**config.mk**
```make
export PLATFORM = sky130hd
export DESIGN_NAME = timer2_capture_counter
export DESIGN_NICKNAME = d
export VERILOG_FILES = /design/src/hw/timer2_pkg.sv /design/src/hw/sync_fall.sv /design/src/hw/phase_gen.sv /design/src/hw/timer2_capture_counter.sv
export SDC_FILE = /design/constraint.sdc
export NUM_CORES = 1
export LEC_CHECK = 0
export BUFFER_PORTS_ARGS = -buffer_cell sky130_fd_sc_hd__buf_2
export CORE_ASPECT_RATIO = 0.9
export CORE_MARGIN = 1.5
export CORE_UTILIZATION = 57
export CTS_CLUSTER_DIAMETER = 150
export DETAILED_ROUTE_END_ITERATION = 6
export PLACE_DENSITY = 0.84
export SYNTH_ARGS = -nofsm -noshare
export SYNTH_HDL_FRONTEND = slang
export SYNTH_SLANG_ARGS = --single-unit
```
**constraint.sdc**
```tcl
create_clock -name clk -period 2.8 [get_ports clk]
set_input_delay 0.28 -clock clk [delete_from_list [all_inputs] [get_ports clk]]
set_output_delay 0.28 -clock clk [all_outputs]
set_load 0.1 [all_outputs]
```
**src/hw/timer2_pkg.sv**
```systemverilog
// Purpose: Shared constants and types for the 16-bit timer/event counter
// Assumes: 32-bit AXI4-Lite register access, one clock
// Notes:   Register byte offsets are word aligned
package timer2_pkg;

   // ----------------------------------------------------------------
   // Register map
   // ----------------------------------------------------------------
   localparam logic [7:0] CTRL_OFS    = 8'h00;
   localparam logic [7:0] COUNT_OFS   = 8'h04;
   localparam logic [7:0] CAPTURE_OFS = 8'h08;
   localparam logic [7:0] MODE_OFS    = 8'h0C;

   // ----------------------------------------------------------------
   // Control and mode bit positions
   // ----------------------------------------------------------------
   localparam int CRL_BIT  = 0;
   localparam int CT_BIT   = 1;
   localparam int RUN_BIT  = 2;
   localparam int EXEN_BIT = 3;
   localparam int TRANSMIT_CLOCK_SELECT_BIT = 4;
   localparam int RCLK_BIT = 5;
   localparam int EXF_BIT  = 6;
   localparam int TF_BIT   = 7;
   localparam int DOWN_COUNT_ENABLE_BIT = 0;

   // ----------------------------------------------------------------
   // Reset values and timing
   // ----------------------------------------------------------------
   localparam logic [7:0]  CTRL_RST    = 8'h00;
   localparam logic [15:0] COUNT_RST   = 16'h0000;
   localparam logic [15:0] CAPTURE_RST = 16'h0000;
   localparam logic [15:0] COUNT_MAX   = 16'hFFFF;
   localparam logic [3:0]  PHASES      = 4'hC;
   localparam logic [3:0]  SAMPLE_PH   = 4'h9;
   localparam logic [3:0]  UPDATE_PH   = 4'h4;
   localparam logic [1:0]  RESP_OKAY   = 2'h0;
   localparam logic [1:0]  RESP_SLVERR = 2'h2;

   typedef enum {MODE_OFF, MODE_RELOAD, MODE_CAPTURE, MODE_BAUD} t2_mode_t;

   typedef struct packed {
      logic tf;
      logic exf;
      logic rclk;
      logic transmit_clock_select;
      logic exen;
      logic run;
      logic ct;
      logic crl;
   } t2_ctrl_t;

endpackage : timer2_pkg

```
**src/hw/sync_fall.sv**
```systemverilog
// Purpose: Two-flop synchroniser with falling-edge pulse on a sampled strobe
// Assumes: Input is asynchronous to clk
// Notes:   Edge is judged between two samples taken at sample_en
module sync_fall
   import timer2_pkg::*;
(
   // Clock and reset
   input  wire logic clk,
   input  wire logic reset_n,
   // Pin and strobe
   input  wire logic pin_in,
   input  wire logic sample_en,
   // Results
   output logic      level,
   output logic      fall
);
   logic meta_ff, sync_ff, smp_ff, prev_ff;
   logic nxt_smp, nxt_prev;

   always_comb begin
      nxt_smp  = smp_ff;
      nxt_prev = prev_ff;
      if (sample_en) begin
         nxt_prev = smp_ff;
         nxt_smp  = sync_ff;
      end
   end

   always_ff @(posedge clk or negedge reset_n) begin
      if (!reset_n) begin
         meta_ff <= 1'b1;
         sync_ff <= 1'b1;
         smp_ff  <= 1'b1;
         prev_ff <= 1'b1;
      end else begin
         meta_ff <= pin_in;
         sync_ff <= meta_ff;
         smp_ff  <= nxt_smp;
         prev_ff <= nxt_prev;
      end
   end

   // Only sampled values are compared, so glitches between samples are ignored
   assign level = smp_ff;
   assign fall  = prev_ff & ~smp_ff;
endmodule : sync_fall

```
**src/hw/phase_gen.sv**
```systemverilog
// Purpose: Machine-cycle phase counter, twelve clocks per machine cycle
// Assumes: clk is the oscillator
// Notes:   Phase index 0 is state1 phase1
module phase_gen
   import timer2_pkg::*;
(
   // Clock and reset
   input  wire logic       clk,
   input  wire logic       reset_n,
   // Phase outputs
   output logic [3:0]      phase,
   output logic            state_tick
);
   logic [3:0] ph_ff;
   logic [3:0] nxt_ph;

   always_comb begin
      nxt_ph = (ph_ff == PHASES - 4'h1) ? 4'h0 : ph_ff + 4'h1;
   end

   always_ff @(posedge clk or negedge reset_n) begin
      if (!reset_n) begin
         ph_ff <= 4'h0;
      end else begin
         ph_ff <= nxt_ph;
      end
   end

   assign phase      = ph_ff;
   assign state_tick = ph_ff[0];
endmodule : phase_gen

```
**src/hw/timer2_capture_counter.sv**
```systemverilog
// Purpose: 16-bit timer/event counter with capture, reload and baud modes
// Assumes: clk is the oscillator; AXI4-Lite slave; pins asynchronous
// Notes on behaviour
// - 16-bit counter, timer or event counter
// - counter_timer_select chooses timer or counter
// - Count held as high and low bytes
// - Timer advances once per machine cycle, every two clocks in baud mode
// - Count input sampled at state5_phase2
// - Count on high sample then low sample
// - New count visible at state3_phase1 after
// - Max external rate oscillator over 24
// - Capture, auto-reload, baud generator, or off
// - Mode decoded from run, clock and reload selects
// - Capture mode counts, overflow sets overflow flag
// - Overflow flag drives interrupt request
// - Trigger enable keeps counting behaviour unchanged
// - Trigger falling edge copies count to capture
// - Trigger falling edge sets trigger flag
// - Trigger flag drives interrupt request
// - Auto-reload overflow sets flag and reloads
// - Baud rollover sets no flag, no interrupt
//
// Decided for this implementation: the AXI4-Lite register port and the address map.
module timer2_capture_counter
   import timer2_pkg::*;
(
   // Clock and reset
   input  wire logic        clk,
   input  wire logic        reset_n,
   // AXI4-Lite write
   input  wire logic [7:0]  s_axi_awaddr,
   input  wire logic        s_axi_awvalid,
   output logic             s_axi_awready,
   input  wire logic [31:0] s_axi_wdata,
   input  wire logic [3:0]  s_axi_wstrb,
   input  wire logic        s_axi_wvalid,
   output logic             s_axi_wready,
   output logic [1:0]       s_axi_bresp,
   output logic             s_axi_bvalid,
   input  wire logic        s_axi_bready,
   // AXI4-Lite read
   input  wire logic [7:0]  s_axi_araddr,
   input  wire logic        s_axi_arvalid,
   output logic             s_axi_arready,
   output logic [31:0]      s_axi_rdata,
   output logic [1:0]       s_axi_rresp,
   output logic             s_axi_rvalid,
   input  wire logic        s_axi_rready,
   // Pins
   input  wire logic        t2_count_input,
   input  wire logic        t2_external_trigger,
   // Requests
   output logic             t2_overflow_irq,
   output logic             ext_trigger_irq
);
   // ----------------------------------------------------------------
   // Phase and pin sampling
   // ----------------------------------------------------------------
   logic [3:0] phase;
   logic       state_tick;
   logic       cnt_fall, trg_level, trg_fall;
   logic       smp_en, upd_en, fall_en;

   phase_gen u_phase (
      .clk        (clk),
      .reset_n    (reset_n),
      .phase      (phase),
      .state_tick (state_tick)
   );

   assign smp_en = (phase == SAMPLE_PH);
   assign upd_en = (phase == UPDATE_PH);
   // Edges act one clock after the sample, while the fall flag is fresh;
   // acting at the next sample would add a whole machine cycle of delay
   assign fall_en = (phase == SAMPLE_PH + 4'h1);

   sync_fall u_cnt (
      .clk       (clk),
      .reset_n   (reset_n),
      .pin_in    (t2_count_input),
      .sample_en (smp_en),
      .level     (),
      .fall      (cnt_fall)
   );

   sync_fall u_trg (
      .clk       (clk),
      .reset_n   (reset_n),
      .pin_in    (t2_external_trigger),
      .sample_en (smp_en),
      .level     (trg_level),
      .fall      (trg_fall)
   );

   // ----------------------------------------------------------------
   // State
   // ----------------------------------------------------------------
   t2_ctrl_t    ctrl_ff, nxt_ctrl;
   logic        down_count_enable_ff, nxt_down_count_enable;
   logic [7:0]  cnt_hi_ff, nxt_cnt_hi, cnt_lo_ff, nxt_cnt_lo;
   logic [15:0] cap_ff, nxt_cap;
   logic        pend_ff, nxt_pend;
   logic        aw_ff, nxt_aw, w_ff, nxt_w, b_ff, nxt_b, r_ff, nxt_r;
   logic [7:0]  awa_ff, nxt_awa;
   logic [31:0] wd_ff, nxt_wd, rd_ff, nxt_rd;
   logic [3:0]  ws_ff, nxt_ws;
   logic [1:0]  bresp_ff, nxt_bresp, rresp_ff, nxt_rresp;
   t2_mode_t    mode;
   logic        ev_fall_used, trg_ev_used;
   logic [15:0] count, incd, decd;
   logic        inc, ovf, wr_go, tf_set, exf_set, exf_tog;

   assign count = {cnt_hi_ff, cnt_lo_ff};
   assign incd  = count + 16'h0001;
   assign decd  = count - 16'h0001;

   // Mode decode
   always_comb begin
      if (!ctrl_ff.run) begin
         mode = MODE_OFF;
      end else if (ctrl_ff.rclk | ctrl_ff.transmit_clock_select) begin
         mode = MODE_BAUD;
      end else if (ctrl_ff.crl) begin
         mode = MODE_CAPTURE;
      end else begin
         mode = MODE_RELOAD;
      end
   end

   // Count source: a counter edge waits for the update phase of the next cycle
   always_comb begin
      ev_fall_used = pend_ff & upd_en;
      if (mode == MODE_OFF) begin
         inc = 1'b0;
      end else if (ctrl_ff.ct) begin
         inc = ev_fall_used;
      end else if (mode == MODE_BAUD) begin
         inc = state_tick;
      end else begin
         inc = upd_en;
      end
   end

   always_comb begin
      nxt_pend = pend_ff;
      if (cnt_fall && fall_en) begin
         nxt_pend = 1'b1;
      end else if (upd_en) begin
         nxt_pend = 1'b0;
      end
   end

   assign trg_ev_used = trg_fall & fall_en & ctrl_ff.exen;
   assign ovf = inc && (count == COUNT_MAX) && !(down_count_enable_ff && !trg_level && mode == MODE_RELOAD);
   assign wr_go = aw_ff & w_ff & ~b_ff;

   // Counter, capture and flags
   always_comb begin
      nxt_cnt_hi = cnt_hi_ff;
      nxt_cnt_lo = cnt_lo_ff;
      nxt_cap    = cap_ff;
      tf_set     = 1'b0;
      exf_set    = 1'b0;
      exf_tog    = 1'b0;
      if (inc) begin
         if (mode == MODE_RELOAD && down_count_enable_ff && !trg_level) begin
            if (count == cap_ff) begin
               {nxt_cnt_hi, nxt_cnt_lo} = COUNT_MAX;
               tf_set  = 1'b1;
               exf_tog = 1'b1;
            end else begin
               {nxt_cnt_hi, nxt_cnt_lo} = decd;
            end
         end else if (ovf && mode != MODE_CAPTURE) begin
            {nxt_cnt_hi, nxt_cnt_lo} = cap_ff;
            tf_set  = (mode == MODE_RELOAD);
            exf_tog = (mode == MODE_RELOAD) && down_count_enable_ff;
         end else begin
            {nxt_cnt_hi, nxt_cnt_lo} = incd;
            tf_set = ovf;
         end
      end
      if (trg_ev_used) begin
         exf_set = ~(mode == MODE_RELOAD && down_count_enable_ff);
         if (mode == MODE_CAPTURE) begin
            nxt_cap = count;
         end else if (mode == MODE_RELOAD && !down_count_enable_ff) begin
            {nxt_cnt_hi, nxt_cnt_lo} = cap_ff;
         end
      end
      if (wr_go && awa_ff == COUNT_OFS) begin
         if (ws_ff[0]) nxt_cnt_lo = wd_ff[7:0];
         if (ws_ff[1]) nxt_cnt_hi = wd_ff[15:8];
      end
      if (wr_go && awa_ff == CAPTURE_OFS) begin
         if (ws_ff[0]) nxt_cap[7:0]  = wd_ff[7:0];
         if (ws_ff[1]) nxt_cap[15:8] = wd_ff[15:8];
      end
   end

   // Control register: hardware set wins over software clear
   always_comb begin
      nxt_ctrl = ctrl_ff;
      nxt_down_count_enable = down_count_enable_ff;
      if (wr_go && awa_ff == CTRL_OFS && ws_ff[0]) begin
         nxt_ctrl = t2_ctrl_t'(wd_ff[7:0]);
      end
      if (wr_go && awa_ff == MODE_OFS && ws_ff[0]) begin
         nxt_down_count_enable = wd_ff[DOWN_COUNT_ENABLE_BIT];
      end
      if (tf_set) nxt_ctrl.tf = 1'b1;
      if (exf_tog) nxt_ctrl.exf = ~ctrl_ff.exf;
      if (exf_set) nxt_ctrl.exf = 1'b1;
   end

   // ----------------------------------------------------------------
   // AXI4-Lite slave
   // ----------------------------------------------------------------
   always_comb begin
      nxt_aw = aw_ff;  nxt_w = w_ff;  nxt_b = b_ff;  nxt_r = r_ff;
      nxt_awa = awa_ff;  nxt_wd = wd_ff;  nxt_ws = ws_ff;
      nxt_bresp = bresp_ff;  nxt_rresp = rresp_ff;  nxt_rd = rd_ff;
      if (s_axi_awvalid && s_axi_awready) begin
         nxt_aw = 1'b1;  nxt_awa = s_axi_awaddr;
      end
      if (s_axi_wvalid && s_axi_wready) begin
         nxt_w = 1'b1;  nxt_wd = s_axi_wdata;  nxt_ws = s_axi_wstrb;
      end
      if (wr_go) begin
         nxt_aw = 1'b0;  nxt_w = 1'b0;  nxt_b = 1'b1;
         nxt_bresp = (awa_ff == CTRL_OFS || awa_ff == COUNT_OFS || awa_ff == CAPTURE_OFS
                      || awa_ff == MODE_OFS) ? RESP_OKAY : RESP_SLVERR;
      end
      if (b_ff && s_axi_bready) nxt_b = 1'b0;
      if (s_axi_arvalid && s_axi_arready) begin
         nxt_r = 1'b1;
         nxt_rresp = RESP_OKAY;
         case (s_axi_araddr)
            CTRL_OFS:    nxt_rd = {24'h000000, ctrl_ff};
            COUNT_OFS:   nxt_rd = {16'h0000, count};
            CAPTURE_OFS: nxt_rd = {16'h0000, cap_ff};
            MODE_OFS:    nxt_rd = {31'h00000000, down_count_enable_ff};
            default: begin
               nxt_rd = 32'h00000000;
               nxt_rresp = RESP_SLVERR;
            end
         endcase
      end
      if (r_ff && s_axi_rready) nxt_r = 1'b0;
   end

   assign s_axi_awready = ~aw_ff & ~b_ff;
   assign s_axi_wready  = ~w_ff & ~b_ff;
   assign s_axi_arready = ~r_ff;
   assign s_axi_bvalid  = b_ff;
   assign s_axi_bresp   = bresp_ff;
   assign s_axi_rvalid  = r_ff;
   assign s_axi_rdata   = rd_ff;
   assign s_axi_rresp   = rresp_ff;

   // ----------------------------------------------------------------
   // Registers
   // ----------------------------------------------------------------
   always_ff @(posedge clk or negedge reset_n) begin
      if (!reset_n) begin
         ctrl_ff   <= t2_ctrl_t'(CTRL_RST);
         down_count_enable_ff   <= 1'b0;
         {cnt_hi_ff, cnt_lo_ff} <= COUNT_RST;
         cap_ff    <= CAPTURE_RST;
         pend_ff   <= 1'b0;
         aw_ff <= 1'b0;  w_ff <= 1'b0;  b_ff <= 1'b0;  r_ff <= 1'b0;
         awa_ff <= 8'h00;  wd_ff <= 32'h00000000;  ws_ff <= 4'h0;
         bresp_ff <= RESP_OKAY;  rresp_ff <= RESP_OKAY;  rd_ff <= 32'h00000000;
      end else begin
         ctrl_ff   <= nxt_ctrl;
         down_count_enable_ff   <= nxt_down_count_enable;
         cnt_hi_ff <= nxt_cnt_hi;
         cnt_lo_ff <= nxt_cnt_lo;
         cap_ff    <= nxt_cap;
         pend_ff   <= nxt_pend;
         aw_ff <= nxt_aw;  w_ff <= nxt_w;  b_ff <= nxt_b;  r_ff <= nxt_r;
         awa_ff <= nxt_awa;  wd_ff <= nxt_wd;  ws_ff <= nxt_ws;
         bresp_ff <= nxt_bresp;  rresp_ff <= nxt_rresp;  rd_ff <= nxt_rd;
      end
   end

   // Flags reach the interrupt controller as levels
   assign t2_overflow_irq = ctrl_ff.tf;
   assign ext_trigger_irq = ctrl_ff.exf & ~(mode == MODE_RELOAD && down_count_enable_ff);

   // ----------------------------------------------------------------
   // Assertions
   // ----------------------------------------------------------------
   timer_step_a: assert property (@(posedge clk) disable iff (!reset_n)
      (mode == MODE_CAPTURE && !ctrl_ff.ct && upd_en && count != COUNT_MAX && !wr_go)
      |=> (count == $past(count) + 16'h0001))
      else $error("timer did not step in machine cycle");
   count_only_update_a: assert property (@(posedge clk) disable iff (!reset_n)
      (ctrl_ff.ct && mode == MODE_CAPTURE && !upd_en && !wr_go) |=> $stable(count))
      else $error("counter moved outside update phase");
   edge_counted_a: assert property (@(posedge clk) disable iff (!reset_n)
      (ctrl_ff.ct && mode == MODE_CAPTURE && fall_en && cnt_fall && count != COUNT_MAX)
      ##1 (!wr_go && mode == MODE_CAPTURE && ctrl_ff.ct) [*6] |=> (count == $past(count, 7) + 16'h0001))
      else $error("falling edge not counted");
   off_hold_a: assert property (@(posedge clk) disable iff (!reset_n)
      (mode == MODE_OFF && !wr_go) |=> $stable(count))
      else $error("counter moved while off");
   capture_copy_a: assert property (@(posedge clk) disable iff (!reset_n)
      (mode == MODE_CAPTURE && trg_ev_used && !wr_go) |=> (cap_ff == $past(count)))
      else $error("capture did not take count");
   trig_flag_a: assert property (@(posedge clk) disable iff (!reset_n)
      (mode == MODE_CAPTURE && trg_ev_used) |=> ctrl_ff.exf)
      else $error("trigger flag not set");
   ovf_flag_a: assert property (@(posedge clk) disable iff (!reset_n)
      (mode == MODE_CAPTURE && inc && count == COUNT_MAX) |=> (ctrl_ff.tf && count == 16'h0000))
      else $error("overflow flag or wrap wrong");
   reload_ovf_a: assert property (@(posedge clk) disable iff (!reset_n)
      (mode == MODE_RELOAD && !down_count_enable_ff && inc && count == COUNT_MAX && !trg_ev_used && !wr_go)
      |=> (ctrl_ff.tf && count == $past(cap_ff)))
      else $error("auto-reload overflow wrong");
   baud_no_flag_a: assert property (@(posedge clk) disable iff (!reset_n)
      (mode == MODE_BAUD && !ctrl_ff.tf && !wr_go) |=> !ctrl_ff.tf)
      else $error("baud rollover set overflow flag");
   flag_sticky_a: assert property (@(posedge clk) disable iff (!reset_n)
      (ctrl_ff.tf && !wr_go) |=> ctrl_ff.tf)
      else $error("overflow flag cleared by hardware");
endmodule : timer2_capture_counter

```
==> results_dict.tcl, run 1 <==
set metrics [dict create \
    outcome "completed" \
    hp-class "in2reg" \
    grt_pass1_wl_um 24400 \
    ys_ff_latch 102 \
    maxCapViolCount 0 \
    critPathTopFamily "simple AND/OR/NAND/NOR gates" \
    grt.total_usage 0.292 \
    port_buffers 67 \
    rows 35 \
    cp_data_arrival_time_ps 2760 \
    dp_slack_ps 376 \
    post-cts-setup-buffer-count 0 \
    ys_top_cells_by_count "dfrtp_1 (94), nor2_1 (49), nand2_1 (41), mux2_2 (38), a21oi_1 (35)" \
    core_area_um2 10200 \
    critical-path-max-stage-delay_ps 480 \
    chipWidth_um 110 \
    drive_above_1_share 0.260 \
    tns_ps 0 \
    start_kind "flop" \
    worst_pin_slew_ps 918 \
    p_per_area_nw_per_um2 854 \
    insertedDiodeCount 0 \
    path_clk_slew_ps 70 \
    fin_util 0.664 \
    route.detailed.drc 0 \
    yosysSeqAreaShare 0.434 \
    finalNetCount 730 \
    die_h_um 99.6 \
    numCtsBuffers 9 \
    clock_path_buffers 2 \
    floorplan.io_pins 104 \
    syn_avg_cell_area_um2 9.96 \
    antenna_found_initial 0 \
    synth_area_leader_cell "dfrtp_1" \
    first_pass_iters 5 \
    cts_root_buf "clkbuf_16" \
    via_count 4892 \
    netlist_instances 593 \
    grt_max_degree 74 \
    wl_per_cell_um 18.9 \
    syn_to_final_growth_pct 14.3 \
    rsz0062_at_grt "no" \
    crit_fanout 6 \
    drt_iter0_drc 367 \
    fin_skew_ps 7.96 \
    hold_viol_final 0 \
    nFillCells 805 \
    ys_warn_count 0 \
    first_global_vias 4879 \
    dieArea_um2 11000 \
    ys_types 62 \
    post_cts_resized 0 \
    critical_path.slowest_cell "dfrtp_1" \
    placed_cells 780 \
    synthFlopType "dfrtp_1" \
    yosysMostFrequentCell "dfrtp_1" \
    ir_worst_vdd_mv 1.04 \
    cts_tree "done" \
    clock_sinks 102 \
    synth_top_area_share 0.398 \
    end_kind "flop" \
    cp_cell_sequence "buf_4, or3_1, or3_1, nor3_1, xnor2_1, a221o_1, o211ai_1" \
    syn_area_um2 5900 \
    criticalPathCategory "reg2reg" \
    grt_remaining_overflow 0 \
    gp_congestion 0.933 \
    viasPerCell 6.14 \
    yosys-top-cells-area "dfrtp_1 (40%), mux2_2 (7.2%), mux2i_1 (4.7%)" \
    synth_edf_count 0 \
    layout_setup_ws_ps 306 \
    slew_viol_final 0 \
    wirelength_um 15100 \
    fmax_ghz 0.401 \
    stdcell_count 797 \
    required_ps 3060 \
    final_antenna_net_count 0 \
    p_total_mw 5.76 \
    htreeDepth 3 \
    path_common_cell "or3_1" \
    crit_buf_inv 1 \
    min_period_over_period 0.891 \
    max_slew_margin 0.386 \
    cts_hold_buf 1 \
    asyncSetResetFlopFracSynth 1.00 \
    clk_latency_ps 350 \
    dp_hpwl_um 11000 \
    leakage_nw 3.22 \
    start_util 0.581 \
    setup_viol 0 \
    min_period_ps 2490 \
]
## layout make-up
class / count / area (µm²) / share of cell area
repair buffers: 101 / 608 / 0.0901
multi-input cells: 436 / 3050 / 0.451
inverters: 13 / 48.8 / 0.00723
well taps: 129 / 161 / 0.0239
clock buffers: 10 / 229 / 0.0339
flip-flops and latches: 102 / 2560 / 0.380
clock inverters: 6 / 92.6 / 0.0137
## path summary, 6_finish.rpt
path / start / endpoint / slack [ps] / cells after the start
setup / recovery: cnt_lo_ff[7]$_DFF_PN0_ / cnt_hi_ff[7]$_DFF_PN0_ / 310 / 7
min in group asynchronous: reset_n / s_axi_rdata[12]$_DFFE_PN0P_ / 410 / 2
hold / removal: t2_external_trigger / u_trg.meta_ff$_DFF_PN1_ / 20 / 1
hold reg to reg: u_trg.meta_ff$_DFF_PN1_ / u_trg.sync_ff$_DFF_PN1_ / 360 / 0
setup reg to reg: cnt_lo_ff[7]$_DFF_PN0_ / cnt_hi_ff[7]$_DFF_PN0_ / 310 / 7
max in group asynchronous: reset_n / u_trg.sync_ff$_DFF_PN1_ / 1630 / 3
## metrics by stage
step           instance area, µm²  hold WS, ps
6_report                     6750         24.3
5_1_grt                      6750         15.8
4_1_cts                      6750         19.6
3_5_place_dp                 6420          237
3_3_place_gp                 6420          229
2_1_floorplan                5980        -15.6
## worst reg2reg max path, cell delays in order (launching register included)
cell      delay, ps
dfrtp_1         480
buf_4           210
or3_1           350
or3_1           430
nor3_1          390
xnor2_1         110
a221o_1         350
o211ai_1         90
## per-layer routing
layer  GRT usage  wire length [µm]
met1       0.398              6490
met5           0                 0
met4      0.0828               217
met3      0.0721              1410
met2       0.464              6930
## cells in the final DEF (no fill, tap or decap), types with 15 or more instances in the layout
master | Yosys | final
a21oi_1 | 35 | 35
a22oi_1 | 15 | 15
buf_2 | 9 | 66
buf_4 | 21 | 33
conb_1 | 1 | 18
dfrtp_1 | 94 | 93
mux2_2 | 38 | 38
mux2i_1 | 28 | 28
nand2_1 | 41 | 41
nor2_1 | 49 | 47
o21ai_0 | 20 | 20
xnor2_1 | 17 | 17
xor2_1 | 24 | 24
## where the power goes
group / total, mW / switching (mW) / leakage (nW) / internal [mW]
registers: 2.23 / 0.430 / 1.31 / 1.80
clock network: 1.36 / 0.571 / 0.155 / 0.792
logic: 2.16 / 1.26 / 1.75 / 0.908
## flip-flops by register name (all words and copies together) (netlist names), 2 cells and up
register and flops:
u_phase.phase 4, ws_ff 2, cap_ff 16, wd_ff 16, s_axi_rdata 16, cnt_lo_ff 8, awa_ff 8, ctrl_ff 7
cnt_hi_ff 8
## cells by family after synthesis
logic type / count (synthesis) / synth area share
AO/OA/AOI/OAI: 133 / 0.154
buffers and inverters: 72 / 0.0638
adder cells (fa/ha/maj): 6 / 0.0127
flip-flops: 102 / 0.434
XOR/XNOR: 41 / 0.0608
other: 1 / 0.000635
AND/OR/NAND/NOR: 171 / 0.150
multiplexers: 67 / 0.124
Note: power is estimated with default switching activity, not from simulation.
==> run 2, diff against run 1 <==
- CORE_MARGIN: 1.5 -> 5
==> run 2 against run 1 <==
  * Worst hold slack gained 3.0 ps
  * Via count shrank 2.8%
  * Combinational power shrank 3%
  * Critical path depth shrank 2
  * Critical endpoint is now cnt_hi_ff[3]$_DFF_PN0_
==> results_dict.tcl, run 2 (same netlist as run 1, synthesis figures left out) <==
set metrics [dict create \
    pwr-share-seq 0.400 \
    setup_viol 0 \
    min_period_over_period 0.919 \
    maxCapViolCount 0 \
    critPathTopFamily "simple AND/OR/NAND/NOR gates" \
    fmax_ghz 0.388 \
    path_clk_slew_ps 70 \
    floorplan.io_pins 104 \
    internal_power_mw 3.40 \
    worst_pin_slew_ps 1110 \
    cts_hold_buf 1 \
    outcome "completed" \
    grt_remaining_overflow 0 \
    clk_latency_ps 350 \
    worstHoldEndpoint "u_cnt.meta_ff$_DFF_PN1_" \
    layout_common_cells "dfrtp_1 (93), buf_2 (66), nor2_1 (47)" \
    cts_root_buf "clkbuf_16" \
    wl_per_cell_um 18.6 \
    grt.total_usage 0.244 \
    viasPerCell 6.00 \
    worstHoldPathCells 1 \
    p_sw_mw 2.17 \
    final_antenna_net_count 0 \
    stdcell_count 792 \
    end_kind "flop" \
    gp_congestion 0.970 \
    cp_data_arrival_time_ps 2790 \
    drt_iter0_drc 457 \
    min_from "t2_count_input" \
    post_cts_resized 0 \
    p_sw_frac 0.389 \
    antenna_found_initial 0 \
    clock_sinks 102 \
    clock_path_buffers 2 \
    whs_ps 27.3 \
    start_kind "flop" \
    criticalPathCategory "reg2reg" \
    ff_latch_area_um2 2560 \
    first_pass_iters 6 \
    r2r_start "ctrl_ff[5]$_DFFE_PN0P_" \
    syn_to_final_growth_pct 13.5 \
    rows 35 \
    core_area_um2 10200 \
    fin_skew_ps 10.2 \
    max_slew_margin 0.261 \
    crit_buf_inv 0 \
    reg2reg_to "cnt_hi_ff[3]$_DFF_PN0_" \
    p_per_area_nw_per_um2 832 \
    dp_hpwl_um 10800 \
    placed_cells 775 \
    hold_viol_final 0 \
    rsz0062_at_grt "no" \
    finalNetCount 725 \
    drive_above_1_share 0.252 \
    via_count 4755 \
    numCtsBuffers 9 \
    route.detailed.drc 0 \
    first_global_vias 4802 \
    cp.depth 5 \
    fin_util 0.657 \
    tns_ps 0 \
    min_period_ps 2570 \
    critical_path.slowest_cell "and2_0" \
    required_ps 3010 \
    grt_pass1_wl_um 23900 \
    start_util 0.579 \
    cp_cell_sequence "or3b_1, nor3_2, and2_0, a221o_1, o211ai_1" \
    port_buffers 67 \
    cts_tree "done" \
    hp-class "in2reg" \
    dieArea_um2 12500 \
    critical-path-max-stage-delay_ps 820 \
    insertedDiodeCount 0 \
    htreeDepth 3 \
    nFillCells 812 \
    layout_commonest_cell "dfrtp_1" \
    ir_worst_vdd_mv 1.17 \
    chipWidth_um 117 \
    pwr-share-clk 0.224 \
    post-cts-setup-buffer-count 0 \
    ff2ff_path_depth 5 \
    grt_max_degree 55 \
    leakage_nw 3.18 \
    p_comb_frac 0.376 \
    slew_viol_final 0 \
    wirelength_um 14700 \
    multi_input_area_um2 3050 \
    reg2reg_slack_ps 230 \
    crit_fanout 16 \
    die_h_um 107 \
]
==> run 2: changes by cell type in the layout (fill, tap and decap cells not counted) <==
| cell | change |
|---|---|
| inv_6 | -1 |
| inv_8 | -1 |
| clkbuf_1 | +2 |
| clkbuf_8 | +1 |
| buf_12 | +1 |
| clkinv_2 | -1 |
| bufinv_16 | -1 |
| clkinv_4 | +1 |
| buf_4 | -6 |
==> run 2: routing by layer <==
metal | track usage | vias to the layer above | part of all wire
met5 | 0 | - | 0
met4 | 0.0835 | 0 | 0.020
met3 | 0.0660 | 24 | 0.11
met2 | 0.378 | 245 | 0.46
met1 | 0.329 | 2270 | 0.42
li1 | - | 2216 | -
==> run 2: metrics by stage <==
| stage | setup slack [ps] | cell area [µm²] | power, mW |
|---|---|---|---|
| 3_3_place_gp | 303 | 6390 | 4.23 |
| 2_1_floorplan | 128 | 5980 | 3.75 |
| 4_1_cts | 264 | 6700 | 5.57 |
| 5_1_grt | 118 | 6700 | 5.88 |
| 3_5_place_dp | 294 | 6390 | 4.32 |
| 6_report | 226 | 6700 | 5.57 |
==> run 2: worst max-delay path by stage <==
stage                                        start                           to  slack (ps)
after floorplan           s_axi_rvalid$_DFFE_PN0P_  s_axi_rdata[10]$_DFFE_PN0P_         130
after global placement      ctrl_ff[4]$_DFFE_PN0P_       cnt_hi_ff[3]$_DFF_PN0_         300
after detailed placement    ctrl_ff[5]$_DFFE_PN0P_       cnt_hi_ff[7]$_DFF_PN0_         290
after CTS                   ctrl_ff[5]$_DFFE_PN0P_       cnt_hi_ff[3]$_DFF_PN0_         260
after global routing        ctrl_ff[4]$_DFFE_PN0P_       cnt_hi_ff[7]$_DFF_PN0_         120
final                       ctrl_ff[5]$_DFFE_PN0P_       cnt_hi_ff[3]$_DFF_PN0_         230
==> run 2: final cells by class <==
class | count | share of cell area
multi-input cells | 436 | 0.455
flip-flops and latches | 102 | 0.383
repair buffers | 96 | 0.0870
clock buffers | 13 | 0.0374
well taps | 129 | 0.0241
inverters | 13 | 0.00728
clock inverters | 3 | 0.00691
==> run 2: power groups by stage <==
stage / combinational (mW) / clock, mW / sequential (mW)
detailed placement: 2.07 / 0 / 2.25
floorplan: 1.57 / 0 / 2.17
finish: 2.09 / 1.25 / 2.23
global placement: 2.01 / 0 / 2.22
CTS: 2.08 / 1.27 / 2.22
global route: 2.26 / 1.34 / 2.28
==> run 2: worst register-to-register path: stages (launching register included) <==
cell and delay (ps):
dfrtp_1 440, or3b_1 520, nor3_2 250, and2_0 820, a221o_1 310, o211ai_1 100
